===== src/verilog/udc_pkg.sv =====
// Purpose: shared constants and state type for the usb device control core
// Assumes: 8-bit register port, 50 MHz core clock
// Notes:   offsets are byte addresses on the plain register port
package udc_pkg;

  // clock rate and line timing
  localparam int CLK_MHZ       = 50;
  localparam int BUS_RESET_US  = 100;
  localparam int SUSPEND_MS    = 3;
  localparam int BUS_RESET_CYC = BUS_RESET_US * CLK_MHZ;
  localparam int SUSPEND_CYC   = SUSPEND_MS * 1000 * CLK_MHZ;
  localparam int CNT_W         = 18;
  localparam int EP_NUM        = 5;
  localparam int DPRAM_BYTES   = 176;

  // register offsets
  localparam logic [7:0] ADDR_REGULATOR = 8'h63;
  localparam logic [7:0] ADDR_MACRO_CTL = 8'hD8;
  localparam logic [7:0] ADDR_DEV_CTL   = 8'hE0;
  localparam logic [7:0] ADDR_DEV_FLAGS = 8'hE1;
  localparam logic [7:0] ADDR_DEV_IEN   = 8'hE2;
  localparam logic [7:0] ADDR_DEV_ADDR  = 8'hE3;
  localparam logic [7:0] ADDR_EP_SEL    = 8'hE9;
  localparam logic [7:0] ADDR_EP_RST    = 8'hEA;
  localparam logic [7:0] ADDR_EP_CTL    = 8'hEB;
  localparam logic [7:0] ADDR_EP_CFG_A  = 8'hEC;
  localparam logic [7:0] ADDR_EP_CFG_B  = 8'hED;
  localparam logic [7:0] ADDR_EP_STAT   = 8'hEE;
  localparam logic [7:0] ADDR_PAD       = 8'hEF;

  // field positions
  localparam int BIT_MACRO_ON  = 7;
  localparam int BIT_FREEZE    = 5;
  localparam int BIT_DETACH    = 0;
  localparam int BIT_HW_RST    = 3;
  localparam int BIT_SUSPEND   = 0;
  localparam int BIT_WAKE      = 4;
  localparam int BIT_ADDR_OK   = 7;
  localparam int BIT_EP_ACTIVE = 0;
  localparam int BIT_TGL_CLR   = 3;
  localparam int BIT_EP_DIR    = 0;
  localparam int BIT_CFG_OK    = 7;
  localparam int BIT_RESERVE   = 1;
  localparam int BIT_REG_OFF   = 0;

  // codes and reset values
  localparam logic [1:0] DRIVE_DIRECT = 2'h2;
  localparam logic [1:0] BANK_SINGLE  = 2'h0;
  localparam logic [1:0] BANK_DOUBLE  = 2'h1;
  localparam logic [2:0] SIZE_MAX     = 3'h3;
  localparam logic       FREEZE_RST   = 1'h1;
  localparam logic       DETACH_RST   = 1'h1;
  localparam int         FIRST_PINGPONG_EP = 3;

  typedef struct packed {
    logic [2:0]      dp_sync;
    logic [2:0]      dm_sync;
    logic            dp_level;
    logic            dm_level;
    logic            usb_macro_on;
    logic            usb_clock_freeze;
    logic            hw_reset_opt;
    logic            detach;
    logic            regulator_off;
    logic [1:0]      pad_drive_select;
    logic [1:0]      pad_drive_values;
    logic [6:0]      device_address_field;
    logic            address_valid;
    logic            suspend_flag;
    logic            wake_flag;
    logic            susp_irq_on;
    logic            wake_irq_on;
    logic [2:0]      endpoint_select_number;
    logic [4:0]      endpoint_active;
    logic [4:0]      endpoint_direction;
    logic [4:0][1:0] endpoint_transfer_type;
    logic [4:0][2:0] endpoint_size;
    logic [4:0][1:0] bank_count;
    logic [4:0]      memory_reserve;
    logic [4:0]      config_valid_flag;
    logic [4:0]      ep_ack_ok;
    logic [4:0]      ep_rst_pulse;
    logic [4:0]      tgl_clr_pulse;
    logic [CNT_W-1:0] se0_cnt;
    logic            se0_done;
    logic [CNT_W-1:0] idle_cnt;
    logic            idle_done;
    logic            cpu_rst;
    logic            addr_match;
    logic [7:0]      rdata;
    logic            pad_oe;
    logic            dp_drive;
    logic            dm_drive;
    logic            pullup_on;
    logic            clk_run;
    logic            susp_irq;
    logic            wake_irq;
  } udc_state_t;

  localparam udc_state_t STATE_RST = '{usb_clock_freeze: FREEZE_RST,
                                       detach: DETACH_RST,
                                       default: '0};

endpackage


===== src/verilog/udc_core.sv =====
// Purpose: control core of a full-speed usb function: pads, reset, endpoints,
//          address, suspend and wake flags, pull-up detach
// Assumes: dp_in/dm_in are raw pad levels; token inputs come from clk_in logic
// Notes:   all state is one struct registered in one process
// Notes on behaviour
// - pad select 00 disables direct drive, 10 drives pads from the values
// - in direct drive, upper value bit goes to D+, lower to D-
// - pad status bits show sampled D+ (bit1) and D- (bit0), bits 3:2 zero
// - regulator register bit0 resets to zero, one switches regulator off
// - endpoint 0 plus four endpoints up to 64 bytes, 3 and 4 double bank
// - reset state: clock frozen, defaults, detach set, banks clear, no pull-up
// - detach resets to one and disconnects the pull-up while set
// - clearing macro enable resets the controller at any time, but keeps clock freeze, regulator and pad sampling
// - endpoint reset bit resets that endpoint, keeps toggle and configuration
// - SE0 for 100 us disables endpoints, keeps ep0 config, clears ep0 toggle
// - with hardware reset option a bus reset also resets the cpu core
// - endpoint number field routes all endpoint accesses except the reset register, which takes one bit per endpoint
// - an endpoint stays in reset until its active bit is set
// - no acknowledge to an endpoint whose configuration is not valid
// - configuration valid stays clear when size exceeds the packet memory
// - clearing active resets the endpoint and its data toggle, keeps config
// - with address valid answer stored address only, else address zero
// - address resets to zero; valid cleared by reset, bus reset, macro off
// - 3 ms of idle J sets the suspend flag and its interrupt if enabled
// - the lines leaving idle J for any other pattern set the wake flag
// - wake flag set clears suspend flag and suspend set clears wake
// - pad drive writes only work while enabled, reads always work
// - clock freeze stops the controller but keeps flags, wake stays alive
`timescale 1ns/1ps

module udc_core #(
  parameter int BUS_RESET_CYCLES = udc_pkg::BUS_RESET_CYC, // SE0 time for bus reset
  parameter int SUSPEND_CYCLES   = udc_pkg::SUSPEND_CYC    // idle time for suspend
) (
  input  wire logic       clk_in,           // core clock
  input  wire logic       nrst_in,          // async reset, active low
  input  wire logic [7:0] addr_in,          // register address
  input  wire logic [7:0] wdata_in,         // register write data
  input  wire logic       wr_in,            // write strobe
  input  wire logic       rd_in,            // read strobe
  output logic      [7:0] rdata_out,        // read data, cycle after strobe
  input  wire logic       dp_in,            // D+ pad level
  input  wire logic       dm_in,            // D- pad level
  output logic            dp_drive_out,     // D+ direct drive value
  output logic            dm_drive_out,     // D- direct drive value
  output logic            pad_drive_oe_out, // high while pads driven directly
  output logic            pullup_on_out,    // D+ pull-up connected
  output logic            regulator_off_out,// internal regulator disabled
  output logic            usb_clk_run_out,  // controller clock running
  output logic            cpu_reset_out,    // one-cycle cpu reset request
  output logic            suspend_irq_out,  // suspend interrupt level
  output logic            wake_irq_out,     // wake interrupt level
  output logic      [2:0] ep_select_out,    // endpoint routed to the datapath
  output logic      [4:0] ep_active_out,    // endpoint out of reset when high
  output logic      [4:0] ep_ack_ok_out,    // endpoint may acknowledge packets
  output logic      [4:0] ep_reset_out,     // one-cycle endpoint reset
  output logic      [4:0] toggle_clear_out, // one-cycle data toggle clear
  input  wire logic [6:0] token_addr_in,    // address of a received token
  input  wire logic       token_valid_in,   // token address valid, one cycle
  output logic            addr_match_out    // token was for this device
);

  udc_pkg::udc_state_t st;
  udc_pkg::udc_state_t next_st;
  logic [4:0]          cfg_fit;
  localparam int       CNT_BITS = udc_pkg::CNT_W; // width of both line timers

  // memory check per endpoint; overlap between endpoints is not checked here
  genvar e;
  generate
    for (e = 0; e < udc_pkg::EP_NUM; e++)
    begin : g_fit
      logic [9:0] bytes;
      logic [9:0] total;
      logic       bank_ok;
      assign bytes = 10'h008 << st.endpoint_size[e];
      assign total = (st.bank_count[e] == udc_pkg::BANK_DOUBLE) ? (bytes << 1) : bytes;
      assign bank_ok = (st.bank_count[e] == udc_pkg::BANK_SINGLE) ||
                       ((st.bank_count[e] == udc_pkg::BANK_DOUBLE) &&
                        (e >= udc_pkg::FIRST_PINGPONG_EP));
      assign cfg_fit[e] = st.memory_reserve[e] && bank_ok &&
                          (st.endpoint_size[e] <= udc_pkg::SIZE_MAX) &&
                          (total <= 10'(udc_pkg::DPRAM_BYTES));
    end
  endgenerate

  // next-state logic for the whole core
  always_comb
  begin
    udc_pkg::udc_state_t n;
    udc_pkg::udc_state_t r;
    logic line_j;
    logic line_se0;
    logic was_j;
    logic ep_ok;
    logic run;
    logic susp_evt;
    logic wake_evt;
    logic br_evt;
    logic [2:0] idx;
    n = st;
    r = udc_pkg::STATE_RST;
    idx = st.endpoint_select_number;
    ep_ok = (idx < 3'(udc_pkg::EP_NUM));
    run = st.usb_macro_on && !st.usb_clock_freeze;
    n.ep_rst_pulse = '0;
    n.tgl_clr_pulse = '0;
    n.cpu_rst = 1'h0;
    n.addr_match = 1'h0;
    n.rdata = 8'h00;
    susp_evt = 1'h0;
    br_evt = 1'h0;

    // three-stage pad sampling; a level counts when stages two and three agree
    n.dp_sync = {st.dp_sync[1:0], dp_in};
    n.dm_sync = {st.dm_sync[1:0], dm_in};
    if (st.dp_sync[1] == st.dp_sync[2])
      n.dp_level = st.dp_sync[2];
    if (st.dm_sync[1] == st.dm_sync[2])
      n.dm_level = st.dm_sync[2];
    line_j = n.dp_level && !n.dm_level;
    line_se0 = !n.dp_level && !n.dm_level;
    was_j = st.dp_level && !st.dm_level;
    wake_evt = was_j && !line_j;

    // register writes
    if (wr_in)
    begin
      case (addr_in)
        udc_pkg::ADDR_MACRO_CTL:
        begin
          n.usb_macro_on = wdata_in[udc_pkg::BIT_MACRO_ON];
          n.usb_clock_freeze = wdata_in[udc_pkg::BIT_FREEZE];
        end
        udc_pkg::ADDR_REGULATOR:
          n.regulator_off = wdata_in[udc_pkg::BIT_REG_OFF];
        udc_pkg::ADDR_PAD:
          if (st.usb_macro_on)
          begin
            n.pad_drive_select = wdata_in[7:6];
            n.pad_drive_values = wdata_in[5:4];
          end
        udc_pkg::ADDR_DEV_CTL:
        begin
          n.detach = wdata_in[udc_pkg::BIT_DETACH];
          n.hw_reset_opt = wdata_in[udc_pkg::BIT_HW_RST];
        end
        udc_pkg::ADDR_DEV_FLAGS:
        begin
          // writing zero clears a flag; a same-cycle hardware set still wins below
          if (!wdata_in[udc_pkg::BIT_SUSPEND])
            n.suspend_flag = 1'h0;
          if (!wdata_in[udc_pkg::BIT_WAKE])
            n.wake_flag = 1'h0;
        end
        udc_pkg::ADDR_DEV_IEN:
        begin
          n.susp_irq_on = wdata_in[udc_pkg::BIT_SUSPEND];
          n.wake_irq_on = wdata_in[udc_pkg::BIT_WAKE];
        end
        udc_pkg::ADDR_DEV_ADDR:
        begin
          n.device_address_field = wdata_in[6:0];
          n.address_valid = wdata_in[udc_pkg::BIT_ADDR_OK];
        end
        udc_pkg::ADDR_EP_SEL:
          n.endpoint_select_number = wdata_in[2:0];
        udc_pkg::ADDR_EP_RST:
          n.ep_rst_pulse = wdata_in[4:0];
        udc_pkg::ADDR_EP_CTL:
          if (ep_ok)
          begin
            n.endpoint_active[idx] = wdata_in[udc_pkg::BIT_EP_ACTIVE];
            if (st.endpoint_active[idx] && !wdata_in[udc_pkg::BIT_EP_ACTIVE])
            begin
              n.ep_rst_pulse[idx] = 1'h1;
              n.tgl_clr_pulse[idx] = 1'h1;
            end
            if (wdata_in[udc_pkg::BIT_TGL_CLR])
              n.tgl_clr_pulse[idx] = 1'h1;
          end
        udc_pkg::ADDR_EP_CFG_A:
          if (ep_ok)
          begin
            n.endpoint_transfer_type[idx] = wdata_in[7:6];
            n.endpoint_direction[idx] = wdata_in[udc_pkg::BIT_EP_DIR];
          end
        udc_pkg::ADDR_EP_CFG_B:
          if (ep_ok)
          begin
            n.endpoint_size[idx] = wdata_in[6:4];
            n.bank_count[idx] = wdata_in[3:2];
            n.memory_reserve[idx] = wdata_in[udc_pkg::BIT_RESERVE];
          end
        default:
        begin
        end
      endcase
    end

    // line timers only run on an unfrozen clock; counts hold meanwhile, wake still sets
    if (run)
    begin
      if (line_j)
      begin
        if (!st.idle_done)
          n.idle_cnt = st.idle_cnt + 1'h1;
        if (st.idle_cnt == CNT_BITS'(SUSPEND_CYCLES - 1) && !st.idle_done)
        begin
          susp_evt = 1'h1;
          n.idle_done = 1'h1;
        end
      end
      else
      begin
        n.idle_cnt = '0;
        n.idle_done = 1'h0;
      end
      if (line_se0)
      begin
        if (!st.se0_done)
          n.se0_cnt = st.se0_cnt + 1'h1;
        if (st.se0_cnt == CNT_BITS'(BUS_RESET_CYCLES - 1) && !st.se0_done)
        begin
          br_evt = 1'h1;
          n.se0_done = 1'h1;
        end
      end
      else
      begin
        n.se0_cnt = '0;
        n.se0_done = 1'h0;
      end
    end

    // hardware sets come after software clears so the set wins
    if (susp_evt)
    begin
      n.suspend_flag = 1'h1;
      n.wake_flag = 1'h0;
    end
    if (wake_evt)
    begin
      n.wake_flag = 1'h1;
      n.suspend_flag = 1'h0;
    end

    // bus reset keeps ep0 configuration but drops every endpoint
    if (br_evt)
    begin
      n.endpoint_active = '0;
      n.ep_rst_pulse = '1;
      n.tgl_clr_pulse[0] = 1'h1;
      n.device_address_field = 7'h00;
      n.address_valid = 1'h0;
      n.cpu_rst = st.hw_reset_opt;
    end

    // register reads, data valid only in the following cycle
    if (rd_in)
    begin
      case (addr_in)
        udc_pkg::ADDR_MACRO_CTL:
          n.rdata = {st.usb_macro_on, 1'h0, st.usb_clock_freeze, 5'h00};
        udc_pkg::ADDR_REGULATOR:
          n.rdata = {7'h00, st.regulator_off};
        udc_pkg::ADDR_PAD:
          n.rdata = {st.pad_drive_select, st.pad_drive_values, 2'h0,
                     st.dp_level, st.dm_level};
        udc_pkg::ADDR_DEV_CTL:
          n.rdata = {4'h0, st.hw_reset_opt, 2'h0, st.detach};
        udc_pkg::ADDR_DEV_FLAGS:
          n.rdata = {3'h0, st.wake_flag, 3'h0, st.suspend_flag};
        udc_pkg::ADDR_DEV_IEN:
          n.rdata = {3'h0, st.wake_irq_on, 3'h0, st.susp_irq_on};
        udc_pkg::ADDR_DEV_ADDR:
          n.rdata = {st.address_valid, st.device_address_field};
        udc_pkg::ADDR_EP_SEL:
          n.rdata = {5'h00, st.endpoint_select_number};
        udc_pkg::ADDR_EP_CTL:
          n.rdata = ep_ok ? {7'h00, st.endpoint_active[idx]} : 8'h00;
        udc_pkg::ADDR_EP_CFG_A:
          n.rdata = ep_ok ? {st.endpoint_transfer_type[idx], 5'h00,
                             st.endpoint_direction[idx]} : 8'h00;
        udc_pkg::ADDR_EP_CFG_B:
          n.rdata = ep_ok ? {1'h0, st.endpoint_size[idx], st.bank_count[idx],
                             st.memory_reserve[idx], 1'h0} : 8'h00;
        udc_pkg::ADDR_EP_STAT:
          n.rdata = ep_ok ? {st.config_valid_flag[idx], 7'h00} : 8'h00;
        default:
          n.rdata = 8'h00;
      endcase
    end

    // token address filter
    if (token_valid_in)
      n.addr_match = st.address_valid ? (token_addr_in == st.device_address_field)
                                      : (token_addr_in == 7'h00);
    n.config_valid_flag = cfg_fit;

    // macro off: everything but the macro control, regulator, pad sampling and read data resets
    if (!n.usb_macro_on)
    begin
      r.usb_clock_freeze = n.usb_clock_freeze;
      r.regulator_off = n.regulator_off;
      r.dp_sync = n.dp_sync;
      r.dm_sync = n.dm_sync;
      r.dp_level = n.dp_level;
      r.dm_level = n.dm_level;
      r.rdata = n.rdata;
      n = r;
    end

    // registered pin and status outputs
    n.pad_oe = n.usb_macro_on && (n.pad_drive_select == udc_pkg::DRIVE_DIRECT);
    n.dp_drive = n.pad_drive_values[1];
    n.dm_drive = n.pad_drive_values[0];
    n.pullup_on = n.usb_macro_on && !n.detach;
    n.clk_run = n.usb_macro_on && !n.usb_clock_freeze;
    n.susp_irq = n.suspend_flag && n.susp_irq_on;
    n.wake_irq = n.wake_flag && n.wake_irq_on;
    n.ep_ack_ok = n.endpoint_active & n.config_valid_flag & ~n.ep_rst_pulse;
    next_st = n;
  end

  // state register; reset state has frozen clock and detach set
  always_ff @(posedge clk_in or negedge nrst_in)
  begin
    if (!nrst_in)
      st <= udc_pkg::STATE_RST;
    else
      st <= next_st;
  end

  assign rdata_out         = st.rdata;
  assign dp_drive_out      = st.dp_drive;
  assign dm_drive_out      = st.dm_drive;
  assign pad_drive_oe_out  = st.pad_oe;
  assign pullup_on_out     = st.pullup_on;
  assign regulator_off_out = st.regulator_off;
  assign usb_clk_run_out   = st.clk_run;
  assign cpu_reset_out     = st.cpu_rst;
  assign suspend_irq_out   = st.susp_irq;
  assign wake_irq_out      = st.wake_irq;
  assign ep_select_out     = st.endpoint_select_number;
  assign ep_active_out     = st.endpoint_active;
  assign ep_ack_ok_out     = st.ep_ack_ok;
  assign ep_reset_out      = st.ep_rst_pulse;
  assign toggle_clear_out  = st.tgl_clr_pulse;
  assign addr_match_out    = st.addr_match;
endmodule // udc_core


===== config.mk =====
export PLATFORM = sky130hd
export DESIGN_NAME = udc_core
export DESIGN_NICKNAME = d
export VERILOG_FILES = /design/src/verilog/udc_pkg.sv /design/src/verilog/udc_core.sv
export SDC_FILE = /design/constraint.sdc
export NUM_CORES = 1
export LEC_CHECK = 0
export ABC_CLOCK_PERIOD_IN_PS = 2690
export BUFFER_PORTS_ARGS = -buffer_cell sky130_fd_sc_hd__buf_4
export CORE_MARGIN = 2
export CORE_UTILIZATION = 45
export DETAILED_ROUTE_END_ITERATION = 10
export GPL_TIMING_DRIVEN = 0
export HOLD_SLACK_MARGIN = 0.12
export MAX_ROUTING_LAYER = met4
export SLEW_MARGIN = 20
export SYNTH_ARGS = -nofsm -noshare
export SYNTH_HDL_FRONTEND = slang
export SYNTH_SLANG_ARGS = --single-unit

===== constraint.sdc =====
create_clock -name clk_in -period 2.69 [get_ports clk_in]
set_input_delay 0.1345 -clock clk_in [delete_from_list [all_inputs] [get_ports clk_in]]
set_output_delay 0.1345 -clock clk_in [all_outputs]
set_load 0.05 [all_outputs]

==> results of run 1 <==
## cell usage after synthesis, drive strengths merged, types with 4 or more instances
cell     count  share of area, %
nor2b        6              0.48
a31oi        9              0.72
and3         5              0.40
a21oi       20               1.3
mux2i       24               3.1
a22oi       16               1.5
nand2       59               2.8
or2          5              0.40
nand2b       5              0.40
nor4        19               1.5
or3          7              0.56
nor2       106               5.3
a2111oi      5              0.95
a32o         4              0.51
clkbuf      24               1.1
and2         4              0.32
a221oi       7              0.78
a22o        32               3.6
buf         48               4.1
nand3       29               1.9
xnor2       24               2.7
nor4b        5              0.64
o2bb2ai     15               1.7
inv         13              0.62
or4b         4              0.51
nand4       10              0.87
xor2         7              0.78
o21ai       46               3.1
mux2         6              0.86
dfrtp      153                49
nor3        29               2.1
## kinds of logic after synthesis
| kind of cell | after synthesis | share of synthesized area (%) |
|---|---|---|
| AOI/OAI and AO/OA | 167 | 15.68 |
| xor gates and xnor gates | 31 | 3.451 |
| adders and majority gates | 4 | 0.5725 |
| buffers and inverters | 85 | 5.900 |
| DFF | 155 | 49.33 |
| muxes | 33 | 4.771 |
| and+or+nand+nor | 311 | 20.29 |
## path summary, 6_finish.rpt
path | start | endpoint | cells past startpoint
max | ep_select_out[0]$_DFFE_PN0P_ | rdata_out[7]$_DFF_PN0_ | 8
min in group asynchronous | nrst_in | st[83]$_DFFE_PN0P_ | 2
min | token_addr_in[6] | addr_match_out$_DFF_PN0_ | 5
max in group asynchronous | nrst_in | st[145]$_DFF_PN1_ | 3
max reg2reg | ep_select_out[0]$_DFFE_PN0P_ | rdata_out[7]$_DFF_PN0_ | 8
min reg2reg | st[151]$_DFF_PN0_ | st[152]$_DFF_PN0_ | 0
## power by group
| part | switching, mW | internal, mW | total (mW) |
|---|---|---|---|
| Sequential | 0.0126 | 2.34 | 2.36 |
| Clock | 0.964 | 1.48 | 2.45 |
| Combinational | 0.214 | 0.0801 | 0.294 |
## state kept, by name, summed over array words and instances (netlist names)
register,count
addr_match_out,1
cpu_reset_out,1
dp_drive_out,1
ep_ack_ok_out,5
ep_active_out,5
ep_reset_out,5
ep_select_out,3
pad_drive_oe_out,1
pullup_on_out,1
rdata_out,8
regulator_off_out,1
st,115
suspend_irq_out,1
toggle_clear_out,5
usb_clk_run_out,1
wake_irq_out,1
## worst register-to-register path, delay by kind of cell, from the launching register on
kind                   cells  cell delay, ps
AND/OR/NAND/NOR            2             560
AO/OA/AOI/OAI              3             520
flip-flops                 1             360
buffers and inverters      3             980
## area by class of cell
type | count | area share, %
multi-input combinational | 546 | 38.00
tap | 225 | 3.034
clock buffer | 22 | 4.895
buffer | 71 | 4.437
timing repair buffer | 66 | 5.745
clock inverter | 10 | 1.524
inverter | 13 | 0.5260
sequential | 155 | 41.83
## repair_timing
action                                  CTS  global route
buffers inserted                          0             0
endpoints found under the hold margin   102             0
endpoints found under the setup margin    0             6
gates resized for setup                   0             2
hold buffers                              4             0
## stage by stage
stage               total power [mW]  util [%]
floorplan                      2.534         -
global placement               2.677     50.11
detailed placement             2.688     50.31
CTS                            5.136     54.01
global route                   5.272     54.01
finish                         5.099     54.01
## routing by layer
layer | wire [um] | part of all wire, % | vias to the layer above | global-route usage, %
met5 | 0 | 0 | - | -
met4 | 550 | 2.5 | 0 | 8.681
met3 | 1104 | 5.1 | 50 | 4.847
met2 | 10900 | 50 | 199 | 41.15
met1 | 9234 | 42 | 3212 | 31.65
li1 | - | - | 2994 | -
==> Flow_metrics.wiki, run 1 <==
{| class="wikitable"
! Metric !! Value
|-
| Total die area || 18560 um2
|-
| DR WL/cell || 19.67 um
|-
| Max-slew violations || 0
|-
| Number of cells in the finished layout apart from fillers || 1108
|-
| Number of DRC markers in iteration 0 || 578
|-
| Endpoint required time on the critical path || 3020 ps
|-
| Vias in the first global route || 6493
|-
| Number of hold-slack violations in the final timing report || 0
|-
| Startpoint kind of the worst setup timing path || flop
|-
| Mean Syn Cell Area || 10.01 um2
|-
| Number of max-cap violations || 0
|-
| Main synth FF type || sky130_fd_sc_hd__dfrtp_1
|-
| Cells traversed along the worst timing path || buf_2, buf_2, inv_1, nor2_1, a221oi_1, o21ai_0, nand3_1, a31oi_1
|-
| Detailed-router iteration count before antenna repair || 5
|-
| Number of diodes added for antenna fixing || 0
|-
| Storage element area || 3881 um2
|-
| Longest individual stage delay on the worst path || 520 ps
|-
| Routability Congestion || 0.9234
|-
| Static power due to leakage || 3.825 nW
|-
| Grt total ovfl || 0
|-
| Port Buffers || 61
|-
| Yosys reg bits || 155
|-
| Proportion of synthesized flip-flops having asynchronous set or reset || 100.0%
|-
| Maximum number of pins on one net before global-route repair || 103
|-
| Clock network latency to the later pin of the worst-skew pair || 430 ps
|-
| Global Route Usage Sum || 25.25%
|-
| Setup slack of the worst register-to-register path || 170 ps
|-
| Post-DP Area || 8642 um2
|-
| Hold WC Path Type || in2reg
|-
| Worst slew slack as a fraction of its limit || 36.38%
|-
| Die X-Extent || 136.2 um
|-
| Max Buffers Root-to-Sink || 2
|-
| Area of the mapped netlist || 7868 um2
|-
| Max H-tree Level || 4
|-
| Count of vias placed by the detailed router || 6455
|-
| Max rail drop VDD || 0.0005406 V
|-
| Via density per instance || 5.826
|-
| TritonCTS Sinks || 155
|-
| Proportion of layout cells with a drive suffix above 1 || 20.50%
|-
| FILL cells || 1595
|-
| Final-layout setup total negative slack || 0 ps
|-
| Number of warning messages in the yosys log || 0
|-
| Worst setup EP type || flop
|-
| Status || finished, final reports clean
|-
| CTS Root Buffer Type || sky130_fd_sc_hd__clkbuf_16
|-
| Leading cell type in the layout, fill and taps excluded || sky130_fd_sc_hd__dfrtp_1
|-
| Count of antenna-violating nets left after detailed routing || 0
|-
| Total detailed-routing wirelength || 21.79 mm
|-
| Final net count || 902
|-
| Dpl cells || 1073
|-
| Number of antenna violations at the first check in global routing || 0
|-
| Family with the most delay on the worst path || buffers and inverters
|-
| Worst slew pin tran || 927.8 ps
|-
| Syn nets || 818
|-
| Starting utilization of the core area || 45.80%
|-
| Post-layout minimum cycle time || 2519 ps
|-
| Post-Syn Instances || 786
|-
| Leading cell types in the layout, fill and taps excluded || sky130_fd_sc_hd__dfrtp_1, sky130_fd_sc_hd__nor2_1, sky130_fd_sc_hd__buf_4, sky130_fd_sc_hd__nand2_1, sky130_fd_sc_hd__o21ai_0
|-
| Number of distinct library cells after synthesis || 67
|-
| Area of all placed cells without fillers || 9278 um2
|-
| Area growth syn-to-layout || 17.92%
|-
| Minimum setup slack in the final design || 171.3 ps
|-
| Worst slack, placed || -63.09 ps
|-
| Unrepaired setup endpoints after global routing || false
|-
| Smallest hold slack || 143.9 ps
|-
| Final setup violation count || 0
|-
| CP most frequent cell || sky130_fd_sc_hd__buf_2
|-
| TritonCTS clock tree || yes
|-
| Floorplan core area || 17180 um2
|-
| Highest fanout seen on the critical path || 19
|-
| Number of remaining DRC errors || 0
|-
| Worst setup path class || reg2reg
|-
| Total I/O pin count || 71
|-
| Fin Clk Skew || 6.491 ps
|-
| Height of the chip || 136.2 um
|-
| Crit path buffers/inverters || 3
|-
| Number of enable flip-flop cells after synthesis || 0
|-
| Endpoint arrival time on the critical path || 2850 ps
|-
| Final period utilization || 93.63%
|-
| Combined area of the multi-input logic cells || 3526 um2
|-
| Placement Rows || 48
|-
| Proportion of synthesized chip area in sequential cells || 49.33%
|-
| Slowest stage cell, crit path || sky130_fd_sc_hd__buf_2
|-
| Half-perimeter wire length after placement || 15.70 mm
|-
| Power density relative to cell area || 549.6 nW/um2
|-
| Register clock-pin slew on the reported worst setup and hold paths || 60 ps
|-
| CTS Buf Count || 17
|-
| Highest attainable clock frequency || 0.3970 GHz
|-
| First-pass GRT wire length || 34.67 mm
|}
Note: power is estimated with default switching activity, not from simulation.
==> inputs of run 2 (changes only) <==
CORE_UTILIZATION = 35   (was 45)
==> Flow_metrics.wiki, run 2 (synthesis gave the netlist of run 1 again) <==
{| class="wikitable"
! Metric !! Value
|-
| Total detailed-routing wirelength || 22.50 mm (+3.3%)
|-
| Worst slack, placed || -103.5 ps (-40.37 ps)
|-
| Minimum setup slack in the final design || 125.7 ps (-45.59 ps)
|-
| Die X-Extent || 153.9 um (+13%)
|-
| Longest individual stage delay on the worst path || 730 ps (+210 ps)
|-
| CTS Buf Count || 17 (unchanged)
|-
| Count of antenna-violating nets left after detailed routing || 0 (unchanged)
|-
| Final setup violation count || 0 (unchanged)
|-
| Slowest stage cell, crit path || sky130_fd_sc_hd__nor3_1
|-
| Power spent charging and discharging nets || 1.265 mW (+6.2%)
|-
| Startpoint kind of the worst setup timing path || flop
|-
| Number of hold-slack violations in the final timing report || 0 (unchanged)
|-
| Leading cell type in the layout, fill and taps excluded || sky130_fd_sc_hd__dfrtp_1
|-
| Via density per instance || 5.559 (-4.6%)
|-
| Switching Share || 24.62% (+1.3 points)
|-
| First-pass GRT wire length || 35.44 mm (+2.2%)
|-
| Max rail drop VDD || 0.0003881 V (-28%)
|-
| Area growth syn-to-layout || 19.18%
|-
| Relative contribution of the clock network to total power || 48.3% (+0.3 points)
|-
| Number of diodes added for antenna fixing || 0 (unchanged)
|-
| Fin Clk Skew || 7.778 ps (+1.287 ps)
|-
| Status || finished, final reports clean
|-
| Half-perimeter wire length after placement || 15.81 mm (+0.66%)
|-
| Final net count || 905 (+0.33%)
|-
| Starting utilization of the core area || 35.83% (-10 points)
|-
| Storage element area || 3881 um2 (unchanged)
|-
| Maximum number of pins on one net before global-route repair || 96 (-6.8%)
|-
| Height of the chip || 153.9 um (+13%)
|-
| Cells traversed along the worst timing path || buf_2, o21ai_0, nand4_2, or2_0, buf_2, nor3_1, a22o_1
|-
| Global Route Usage Sum || 19.78% (-5.5 points)
|-
| Grt total ovfl || 0 (unchanged)
|-
| Number of cells in the finished layout apart from fillers || 1166 (+5.2%)
|-
| TritonCTS Sinks || 155 (unchanged)
|-
| Power density relative to cell area || 547.8 nW/um2 (-0.33%)
|-
| Register ranked first by flip-flop count || st
|-
| Worst slew slack as a fraction of its limit || 21.47% (-15 points)
|-
| Dpl cells || 1128 (+5.1%)
|-
| Number of DRC markers in iteration 0 || 618 (+6.9%)
|-
| Worst setup EP type || flop
|-
| Total I/O pin count || 71 (unchanged)
|-
| Endpoint required time on the critical path || 3050 ps (+30 ps)
|-
| Worst setup path class || reg2reg
|-
| Number of remaining DRC errors || 0 (unchanged)
|-
| TritonCTS clock tree || yes
|-
| CP most frequent cell || sky130_fd_sc_hd__buf_2
|-
| Max reg flops || 115 (unchanged)
|-
| Highest fanout seen on the critical path || 9 (-10)
|-
| FILL cells || 2130 (+34%)
|-
| Detailed-router iteration count before antenna repair || 5 (unchanged)
|-
| Port Buffers || 61 (unchanged)
|-
| Worst slew pin tran || 1145 ps (+217.3 ps)
|-
| Number of antenna violations at the first check in global routing || 0 (unchanged)
|-
| Count of vias placed by the detailed router || 6482 (+0.42%)
|-
| Post-DP Area || 8711 um2 (+0.80%)
|-
| Proportion of layout cells with a drive suffix above 1 || 21.22% (+0.72 points)
|-
| DR WL/cell || 19.30 um (-1.9%)
|-
| Leading cell types in the layout, fill and taps excluded || sky130_fd_sc_hd__dfrtp_1, sky130_fd_sc_hd__nor2_1, sky130_fd_sc_hd__buf_4, sky130_fd_sc_hd__nand2_1, sky130_fd_sc_hd__o21ai_0
|-
| Routability Congestion || 0.9326 (+1.0%)
|-
| Placement Rows || 54 (+13%)
|-
| Static power due to leakage || 3.854 nW (+0.76%)
|-
| Int Power || 3.872 mW (-0.92%)
|-
| Total die area || 23690 um2 (+28%)
|-
| Number of max-cap violations || 0 (unchanged)
|-
| Combined area of the multi-input logic cells || 3528 um2 (about the same)
|-
| Unrepaired setup endpoints after global routing || false
|-
| Floorplan core area || 21960 um2 (+28%)
|-
| Vias in the first global route || 6199 (-4.5%)
|-
| Sequential share of power || 45.9% (-0.3 points)
|-
| Max-slew violations || 0 (unchanged)
|-
| Clock network latency to the later pin of the worst-skew pair || 430 ps (about the same)
|-
| Hold WC Path Type || in2reg
|-
| Register clock-pin slew on the reported worst setup and hold paths || 70 ps (about the same)
|-
| Part of the power in combinational logic || 5.9% (about the same)
|-
| Highest attainable clock frequency || 0.3900 GHz (-1.8%)
|-
| Max H-tree Level || 4 (unchanged)
|-
| Final period utilization || 95.33% (+1.7 points)
|-
| Post-layout minimum cycle time || 2564 ps (+45.59 ps)
|-
| Endpoint arrival time on the critical path || 2930 ps (+80 ps)
|-
| Area of all placed cells without fillers || 9376 um2 (+1.1%)
|-
| Max Buffers Root-to-Sink || 2 (unchanged)
|-
| CTS Root Buffer Type || sky130_fd_sc_hd__clkbuf_16
|}
run 2: cell count changes in the layout (fill, tap and decap cells not counted), sizes merged:
cell      delta
clkinvlp     -2
clkinv       +3
bufinv       -1
inv          +2
buf          +2
clkbuf       -1
run 2: metrics by stage:
step	setup TNS, ps	hold WS (ps)	utilization [%]	total power, mW
after floorplan	0	-161.1	-	2.534
after global placement	-1069	246.5	39.51	2.687
after detailed placement	-1294	101.8	39.67	2.694
after CTS	0	130.2	42.60	5.177
after global routing	0	172.3	42.70	5.311
final	0	142.5	42.70	5.136
run 2: area by class of cell:
type,instances,area share [%]
tap,280,3.736
clock buffer,20,4.977
inverter,13,0.5204
clock inverter,12,1.454
multi-input combinational,546,37.63
buffer,72,4.444
timing repair buffer,68,5.845
sequential,155,41.39
run 2: final timing paths:
check | startpoint | endpoint | slack (ps) | cells after the start
worst max-delay path | ep_select_out[0]$_DFFE_PN0P_ | st[87]$_DFFE_PN0P_ | 130 | 7
worst min-delay path | token_addr_in[6] | addr_match_out$_DFF_PN0_ | 140 | 5
worst max register to register | ep_select_out[0]$_DFFE_PN0P_ | st[87]$_DFFE_PN0P_ | 130 | 7
worst min register to register | st[151]$_DFF_PN0_ | st[152]$_DFF_PN0_ | 350 | 0
max in group asynchronous | nrst_in | st[147]$_DFF_PN1_ | 1610 | 3
min in group asynchronous | nrst_in | toggle_clear_out[1]$_DFF_PN0_ | 220 | 2
run 2: what timing repair did:
action / in CTS / in global routing
gates resized for setup: 0 / 3
setup endpoints to repair: 0 / 20
setup buffers: 0 / 2
hold buffers: 4 / 0
hold endpoints to repair: 63 / 0
run 2: metal layers:
metal,GRT usage (%),up-vias,wire [um]
met1,27.52,3173,10340
li1,-,3003,-
met3,4.340,36,1640
met4,6.809,0,480
met5,-,-,0
met2,28.57,270,10030
run 2: critical path, delay by kind of cell, from the launching register on:
kind,cells,cell delay (ps)
AO/OA/AOI/OAI,2,570
buffers and inverters,2,400
flip-flops,1,370
AND/OR/NAND/NOR,3,1150
run 2: power groups by stage:
| stage | Sequential [mW] | Combinational (mW) | Clock (mW) |
|---|---|---|---|
| 3_3_place_gp | 2.40 | 0.290 | 0 |
| 5_1_grt | 2.35 | 0.328 | 2.63 |
| 2_1_floorplan | 2.40 | 0.135 | 0 |
| 3_5_place_dp | 2.40 | 0.296 | 0 |
| 4_1_cts | 2.35 | 0.303 | 2.52 |
| 6_report | 2.36 | 0.301 | 2.48 |
